===== src/shared/tcs_pkg.sv =====
/*
  tcs_pkg: constants and carrier types for the trip circuit watch alarm.
  assumes a 250 MHz logic clock; all times derived to cycle counts here.
*/
package tcs_pkg;
  // ----------------------------------------
  // clock and times
  // ----------------------------------------
  localparam int unsigned CLK_HZ = 250_000_000;
  localparam int unsigned DROP_OFF_MS = 400;
  localparam int unsigned PICK_UP_MS = 50;
  localparam int unsigned SUP_DELAY_S = 5;
  localparam int unsigned DROP_OFF_CYC = CLK_HZ / 1000 * DROP_OFF_MS;
  localparam int unsigned PICK_UP_CYC = CLK_HZ / 1000 * PICK_UP_MS;
  localparam int unsigned SUP_DELAY_CYC = CLK_HZ * SUP_DELAY_S;
  localparam int CNT_W = 32;
  localparam logic [CNT_W-1:0] CNT_ZERO = 32'h0000_0000;
  // ----------------------------------------
  // reset values
  // ----------------------------------------
  localparam logic [2:0] SYNC_RST = 3'h0;
  // ----------------------------------------
  // carrier types
  // ----------------------------------------
  typedef struct packed {
    logic in_a;
    logic in_b;
  } tcs_watch_in_t;
  typedef struct packed {
    logic drop_off_delay;
    logic alarm_relay_closed;
    logic indicator;
    logic user_alarm;
  } tcs_watch_out_t;
  typedef struct packed {
    logic breaker_closed;
    logic breaker_open;
  } tcs_breaker_t;
endpackage


===== src/design/tcs_alarm.sv =====
/*
  tcs_alarm: trip circuit watch and current-input supervision alarm.
  assumes opto inputs asynchronous to i_ref_clk; comparator flags synchronous.
*/
`timescale 1ns/1ps
module tcs_alarm
  import tcs_pkg::*;
#(
  parameter int unsigned DROP_OFF_CYCLES = DROP_OFF_CYC,
  parameter int unsigned PICK_UP_CYCLES = PICK_UP_CYC,
  parameter int unsigned SUP_DELAY_DEFAULT = SUP_DELAY_CYC
) (
  input wire logic i_ref_clk,
  input wire logic i_nrst,
  input wire tcs_watch_in_t i_watch,
  input wire logic i_two_input,
  input wire logic i_indicator_reset,
  input wire logic i_resid_current_high,
  input wire logic i_resid_voltage_high,
  input wire logic i_sup_enable,
  input wire logic [CNT_W-1:0] i_sup_delay,
  output tcs_watch_out_t o_watch,
  output tcs_breaker_t o_breaker,
  output logic o_sup_alarm
);
  // ----------------------------------------
  // input synchronisers
  // ----------------------------------------
  logic [1:0] pin_raw;
  wire [1:0] pin_filt;
  logic in_a_q;
  logic in_b_q;
  assign pin_raw = {i_watch.in_b, i_watch.in_a};
  // three stages per pin, change taken once stages two and three agree
  for (genvar g = 0; g < 2; g++) begin : g_sync
    logic [2:0] sync_q;
    logic filt_q;
    always_ff @(posedge i_ref_clk or negedge i_nrst) begin
      if (!i_nrst) begin
        sync_q <= SYNC_RST;
        filt_q <= 1'b0;
      end else begin
        sync_q <= {sync_q[1:0], pin_raw[g]};
        if (sync_q[1] == sync_q[2]) begin
          filt_q <= sync_q[2];
        end
      end
    end
    assign pin_filt[g] = filt_q;
  end
  assign in_a_q = pin_filt[0];
  assign in_b_q = pin_filt[1];
  logic timer_in;
  assign timer_in = i_two_input ? (in_a_q | in_b_q) : in_a_q;
  // ----------------------------------------
  // counter end decode
  // ----------------------------------------
  function automatic logic cnt_done(
    input logic [CNT_W-1:0] cnt,
    input logic [CNT_W-1:0] last
  );
    return (cnt >= last);
  endfunction
  // ----------------------------------------
  // drop-off delay timer
  // ----------------------------------------
  logic [CNT_W-1:0] drop_cnt_q;
  logic drop_q;
  always_ff @(posedge i_ref_clk or negedge i_nrst) begin
    if (!i_nrst) begin
      drop_cnt_q <= CNT_ZERO;
      drop_q <= 1'b0;
    end else if (timer_in) begin
      drop_cnt_q <= CNT_ZERO;
      drop_q <= 1'b1;
    end else if (drop_q) begin
      if (cnt_done(drop_cnt_q, CNT_W'(DROP_OFF_CYCLES - 1))) begin
        drop_q <= 1'b0;
        drop_cnt_q <= CNT_ZERO;
      end else begin
        drop_cnt_q <= drop_cnt_q + 1'b1;
      end
    end
  end
  // ----------------------------------------
  // pick-up delay and alarms
  // ----------------------------------------
  logic [CNT_W-1:0] pick_cnt_q;
  logic fail_q;
  logic ind_q;
  always_ff @(posedge i_ref_clk or negedge i_nrst) begin
    if (!i_nrst) begin
      pick_cnt_q <= CNT_ZERO;
      fail_q <= 1'b0;
    end else if (drop_q) begin
      pick_cnt_q <= CNT_ZERO;
      fail_q <= 1'b0;
    end else if (cnt_done(pick_cnt_q, CNT_W'(PICK_UP_CYCLES - 1))) begin
      fail_q <= 1'b1;
    end else begin
      pick_cnt_q <= pick_cnt_q + 1'b1;
    end
  end
  always_ff @(posedge i_ref_clk or negedge i_nrst) begin
    if (!i_nrst) begin
      ind_q <= 1'b0;
    end else if (drop_q) begin
      ind_q <= 1'b0;
    end else if (fail_q) begin
      ind_q <= 1'b1;
    end else if (i_indicator_reset) begin
      ind_q <= 1'b0;
    end
  end
  always_ff @(posedge i_ref_clk or negedge i_nrst) begin
    if (!i_nrst) begin
      o_watch <= '0;
      o_breaker <= '0;
    end else begin
      o_watch.drop_off_delay <= drop_q;
      o_watch.alarm_relay_closed <= ~drop_q;
      o_watch.indicator <= ind_q & ~drop_q;
      o_watch.user_alarm <= fail_q & ~drop_q;
      o_breaker.breaker_closed <= i_two_input & in_a_q;
      o_breaker.breaker_open <= i_two_input & in_b_q;
    end
  end
  // ----------------------------------------
  // current-input supervision
  // ----------------------------------------
  logic sup_fault;
  logic [CNT_W-1:0] sup_cnt_q;
  logic [CNT_W-1:0] sup_limit;
  assign sup_limit = (i_sup_delay == CNT_ZERO) ? CNT_W'(SUP_DELAY_DEFAULT) : i_sup_delay;
  assign sup_fault = i_sup_enable & i_resid_current_high & ~i_resid_voltage_high;
  always_ff @(posedge i_ref_clk or negedge i_nrst) begin
    if (!i_nrst) begin
      sup_cnt_q <= CNT_ZERO;
      o_sup_alarm <= 1'b0;
    end else if (!sup_fault) begin
      sup_cnt_q <= CNT_ZERO;
      o_sup_alarm <= 1'b0;
    end else if (cnt_done(sup_cnt_q, sup_limit - 1'b1)) begin
      o_sup_alarm <= 1'b1;
    end else begin
      sup_cnt_q <= sup_cnt_q + 1'b1;
    end
  end
  // ----------------------------------------
  // assertions
  // ----------------------------------------
  a_drop_rise_now: assert property (
    @(posedge i_ref_clk) disable iff (!i_nrst)
    timer_in |=> drop_q)
    else $error("drop-off output not raised");
  a_drop_holds_low: assert property (
    @(posedge i_ref_clk) disable iff (!i_nrst)
    $fell(drop_q) |-> $past(drop_cnt_q) == CNT_W'(DROP_OFF_CYCLES - 1))
    else $error("drop-off released early");
  a_relay_open_ok: assert property (
    @(posedge i_ref_clk) disable iff (!i_nrst)
    drop_q |=> !o_watch.alarm_relay_closed && !o_watch.user_alarm && !o_watch.indicator)
    else $error("alarm active while healthy");
  a_relay_closed: assert property (
    @(posedge i_ref_clk) disable iff (!i_nrst)
    !drop_q && $past(i_nrst) |=> o_watch.alarm_relay_closed)
    else $error("relay open while timer low");
  a_pickup_wait: assert property (
    @(posedge i_ref_clk) disable iff (!i_nrst)
    $rose(fail_q) |-> !$past(drop_q) && $past(pick_cnt_q) == CNT_W'(PICK_UP_CYCLES - 1))
    else $error("pick-up too early");
  a_ind_latch: assert property (
    @(posedge i_ref_clk) disable iff (!i_nrst)
    ind_q && !drop_q && !i_indicator_reset |=> ind_q)
    else $error("indicator lost latch");
  a_ind_reset_refused: assert property (
    @(posedge i_ref_clk) disable iff (!i_nrst)
    fail_q && !drop_q |=> ind_q)
    else $error("indicator not set on failure");
  a_or_inputs: assert property (
    @(posedge i_ref_clk) disable iff (!i_nrst)
    i_two_input && in_b_q |=> drop_q)
    else $error("input b not ored");
  a_single_input: assert property (
    @(posedge i_ref_clk) disable iff (!i_nrst)
    !i_two_input && !in_a_q && !drop_q |=> !drop_q)
    else $error("input b used in single mode");
  a_breaker_map: assert property (
    @(posedge i_ref_clk) disable iff (!i_nrst)
    ##1 o_breaker.breaker_open == ($past(i_two_input) & $past(in_b_q)))
    else $error("breaker open mismatch");
  a_breaker_closed: assert property (
    @(posedge i_ref_clk) disable iff (!i_nrst)
    ##1 o_breaker.breaker_closed == ($past(i_two_input) & $past(in_a_q)))
    else $error("breaker closed mismatch");
  a_sup_disable: assert property (
    @(posedge i_ref_clk) disable iff (!i_nrst)
    !i_sup_enable |=> !o_sup_alarm)
    else $error("disabled alarm raised");
  a_sup_delay: assert property (
    @(posedge i_ref_clk) disable iff (!i_nrst)
    $rose(o_sup_alarm) |-> $past(sup_cnt_q) == sup_limit - 1'b1)
    else $error("supervision alarm early");
  a_sup_inhibit: assert property (
    @(posedge i_ref_clk) disable iff (!i_nrst)
    i_resid_voltage_high |=> !o_sup_alarm)
    else $error("alarm raised under voltage inhibit");
  a_sup_clear: assert property (
    @(posedge i_ref_clk) disable iff (!i_nrst)
    !i_resid_current_high |=> !o_sup_alarm)
    else $error("alarm raised without residual current");
endmodule // tcs_alarm


===== config.mk =====
export PLATFORM = sky130hd
export DESIGN_NAME = tcs_alarm
export DESIGN_NICKNAME = d
export VERILOG_FILES = /design/src/shared/tcs_pkg.sv /design/src/design/tcs_alarm.sv
export SDC_FILE = /design/constraint.sdc
export NUM_CORES = 1
export LEC_CHECK = 0
export BUFFER_PORTS_ARGS = -buffer_cell sky130_fd_sc_hd__buf_2
export CAP_MARGIN = 20
export CORE_MARGIN = 3
export CORE_UTILIZATION = 62
export CTS_CLUSTER_DIAMETER = 200
export DETAILED_ROUTE_END_ITERATION = 16
export PLACE_DENSITY = 0.88
export SLEW_MARGIN = 20
export SYNTH_ARGS = -nofsm -noshare
export SYNTH_HDL_FRONTEND = slang
export SYNTH_SLANG_ARGS = --single-unit

===== constraint.sdc =====
create_clock -name i_ref_clk -period 2.8 [get_ports i_ref_clk]
set_input_delay 0.56 -clock i_ref_clk [delete_from_list [all_inputs] [get_ports i_ref_clk]]
set_output_delay 0.56 -clock i_ref_clk [all_outputs]
set_load 0.02 [all_outputs]

==> flow_summary.toml <==
[route]
detailroute.via_count = 8193
ant_nets = 0
dr.pass1.iters = 7
route.detailed.wl_per_inst_um = 23.8
count_of_unresolved_drc_violations_after_routing = 0
initialDrtViolationCount = 1598
route.final.wire_length_um = 26600
detail_route.vias_per_cell = 7.33

[cts]
max-clock-path-buffers = 2
numCtsBuffers = 17
clkSinkCount = 114
cts.hold.buffers_added = 0
root_buf_cell = "sky130_fd_sc_hd__clkbuf_16"
clk_pin_slew_ps = 60
clock_latency_ps = 440
tritoncts = "done"
htreeDepth = 4

[final_layout]
layout-area-overhead-vs-synth_pct = 33.3
post_route_cells_drive_above_1_share_pct = 29.2
diode_insertion_count_for_antenna_repair = 0
mostFrequentLayoutCell = "sky130_fd_sc_hd__dfrtp_1"
most-common-layout-cells = "sky130_fd_sc_hd__dfrtp_1 (114), sky130_fd_sc_hd__buf_4 (112), sky130_fd_sc_hd__nand2_1 (69)"
final_net_count = 1042

[global_routing]
grt_pass1_wl_um = 40200
grt_antenna_before_repair = 0
number_of_global_route_vias_before_repair = 8061
global_route.usage.total_pct = 39.0
globalRoute.totalOverflow = 0
pin_count_of_the_biggest_net_entering_global_routing = 52

[critical_path]
start_to_end_type_of_the_worst_setup_path = "primary input to flop"
cp_max_fo = 6
timing.critical_path.from_type = "primary input"
setup.worst_path.end_class = "flop"
cp_data_required_time_ps = 3110
worst_ep_arrival_time_ps = 4730

[timing]
finalClockSkew_ps = 9.74
final-setup-viol-count = 33
report.final.slew_viol_count = 0
fmax_ghz = 0.226
grt_setup_unrepaired = "true"
finalWorstPathRequiredPeriod_ps = 4420
setup_slack_ps = -1620
totalNegativeSetupSlack_ps = -48640
finalHoldViolCount = 0
max_slew.worst_pin.slew_ps = 667
worst_max_slew_margin_expressed_relative_to_the_limit_pct = 55.2
layout_worst_path_cycle_share_pct = 158

[power]
fraction_of_power_consumed_by_the_clock_network_pct = 52.7
power_switching_uw = 1040
powerDensity_nw_per_um2 = 438
comb_power_share_pct = 7.7
cell_internal_pwr_uw = 3200
worst_ir_drop_vdd_mv = 0.532
power.static_leakage_uw = 0.00424
netSwitchingFraction_pct = 24.5
power.sequential.fraction_pct = 39.6

[synth]
async_flop_share_pct = 100
netlist-cell-type-count = 54
syn-mean-instance-area_um2 = 9.01
synth.yosys.seq_area_share_pct = 39.3
postSynthNetCount = 883
yosys_register_bits = 114
yosys_warnings = 0
yosys_most_used_dff = "sky130_fd_sc_hd__dfrtp_1"
synthCells = 806
synth.cell_area_um2 = 7260
number_of_synthesized_flops_with_an_enable_pin = 0

[placement]
dp.final_hpwl_um = 14200
gpl.final_weighted_congestion = 0.954
pre_cts_slack_ps = -1930
io_buffer_count = 47

[outcome]
outcome = "finished with violations"
violations = "negative setup slack"

[floorplan]
io-pin-count = 48
core_area_um2 = 11100
die_w_um = 114
start_util_pct = 65.2
die_height_um = 114
fp-row-count = 38
die_area_um2 = 13000

[worst_hold_path]
holdCritPathClass = "primary input to async pin"

[job]
cap_viol_max_count = 0
## synthesized netlist by cell type, types with 8 or more instances
library cell | n | area share, %
sky130_fd_sc_hd__and2_1 | 14 | 1.2
sky130_fd_sc_hd__clkbuf_1 | 32 | 1.7
sky130_fd_sc_hd__nor4_1 | 22 | 1.9
sky130_fd_sc_hd__nor2b_1 | 11 | 0.95
sky130_fd_sc_hd__mux2i_1 | 12 | 1.7
sky130_fd_sc_hd__o31ai_1 | 32 | 3.3
sky130_fd_sc_hd__xnor2_1 | 28 | 3.4
sky130_fd_sc_hd__xor2_1 | 11 | 1.3
sky130_fd_sc_hd__ha_1 | 36 | 6.2
sky130_fd_sc_hd__inv_1 | 12 | 0.62
sky130_fd_sc_hd__nor2_1 | 64 | 3.3
sky130_fd_sc_hd__or3_1 | 30 | 2.6
sky130_fd_sc_hd__and4_1 | 8 | 0.97
sky130_fd_sc_hd__a21o_1 | 15 | 1.6
sky130_fd_sc_hd__a21oi_1 | 38 | 2.6
sky130_fd_sc_hd__nand4_1 | 29 | 2.5
sky130_fd_sc_hd__o21ai_0 | 19 | 1.3
sky130_fd_sc_hd__or4_1 | 27 | 2.8
sky130_fd_sc_hd__dfrtp_1 | 114 | 39
sky130_fd_sc_hd__nor3_1 | 29 | 2.0
sky130_fd_sc_hd__and3_1 | 25 | 2.2
sky130_fd_sc_hd__nand3_1 | 43 | 3.0
sky130_fd_sc_hd__nor4b_1 | 10 | 1.2
sky130_fd_sc_hd__nand2_1 | 71 | 3.7
## registers in the layout, indices dropped and copies added, names as in the netlist
| signal | count |
|---|---|
| o_sup_alarm | 1 |
| fail_q | 1 |
| o_watch | 4 |
| drop_q | 1 |
| drop_cnt_q | 32 |
| ind_q | 1 |
| o_breaker | 2 |
| sup_cnt_q | 32 |
| pick_cnt_q | 32 |
| g_sync.sync_q | 6 |
| g_sync.filt_q | 2 |
## worst max-delay path: stages
cell,delay [ps]
sky130_fd_sc_hd__buf_6,90
sky130_fd_sc_hd__or4_4,530
sky130_fd_sc_hd__or3_4,390
sky130_fd_sc_hd__or4_4,410
sky130_fd_sc_hd__or3_4,460
sky130_fd_sc_hd__buf_4,170
sky130_fd_sc_hd__nor4_4,140
sky130_fd_sc_hd__xnor2_1,170
sky130_fd_sc_hd__ha_1,280
sky130_fd_sc_hd__nand2_1,120
sky130_fd_sc_hd__o21ai_0,140
sky130_fd_sc_hd__a22oi_2,300
sky130_fd_sc_hd__buf_6,170
sky130_fd_sc_hd__nand4_1,160
sky130_fd_sc_hd__buf_4,200
sky130_fd_sc_hd__o31ai_1,320
sky130_fd_sc_hd__a21oi_2,110
## repair_timing
| item | in CTS | in global routing |
|---|---|---|
| gates cloned | 4 | 0 |
| setup endpoints to repair | 33 | 69 |
| gates resized for setup | 66 | 47 |
| setup buffers | 11 | 5 |
| pin swaps | 35 | 18 |
## logic make-up after synthesis
logic type / Yosys count / share of synthesized area (%)
flops: 114 / 39.3
fa+ha+maj: 38 / 6.48
simple gates: 411 / 31.8
xor+xnor: 39 / 4.71
mux: 12 / 1.65
buf+inv: 48 / 2.69
compound gates: 144 / 13.3
## power groups by stage
| stage | combinational (uW) | clock (uW) | sequential, uW |
|---|---|---|---|
| after floorplan | 126 | 0 | 1700 |
| after global placement | 280 | 0 | 1700 |
| after detailed placement | 298 | 0 | 1700 |
| after CTS | 307 | 2210 | 1680 |
| after global routing | 354 | 2300 | 1680 |
| final | 326 | 2230 | 1680 |
## layer usage
layer	share of wire, %	global-route usage, %	vias up
li1	-	-	3365
met1	35	48.1	3785
met2	45	62.3	767
met3	12	11.8	276
met4	7.9	19.6	0
met5	0	0	-
## final timing paths
check | slack, ps | to | cells after the start | startpoint
min | 90 | drop_cnt_q[11] | 1 | i_nrst
min reg2reg | 360 | g_sync[1].sync_q[1] | 0 | g_sync[1].sync_q[0]
max reg2reg | -50 | sup_cnt_q[2] | 10 | sup_cnt_q[0]
max in group asynchronous | 1900 | sup_cnt_q[10] | 2 | i_nrst
min in group i_ref_clk | 230 | g_sync[0].sync_q[0] | 1 | i_watch[1]
max | -1620 | sup_cnt_q[20] | 17 | i_sup_delay[8]
## stage by stage
stage	hold WS (ps)	instances	util, %	cell area (um2)	total power (uW)
final	93.7	1117	86.9	9670	4240
after global routing	133	1117	86.9	9670	4330
after CTS	113	1113	84.8	9430	4190
after detailed placement	354	1067	75.4	8390	2000
after global placement	348	1067	75.4	8390	1980
after floorplan	264	806	-	7290	1830
## layout make-up
class,count,area (um2)
Timing Repair Buffer,175,1330
Multi-Input combinational cell,645,4660
Inverter,12,45.0
Fill cell,496,1450
Sequential cell,114,2850
Clock inverter,10,125
Clock buffer,21,480
Tap cell,140,175
Note: power is estimated with default switching activity, not from simulation.
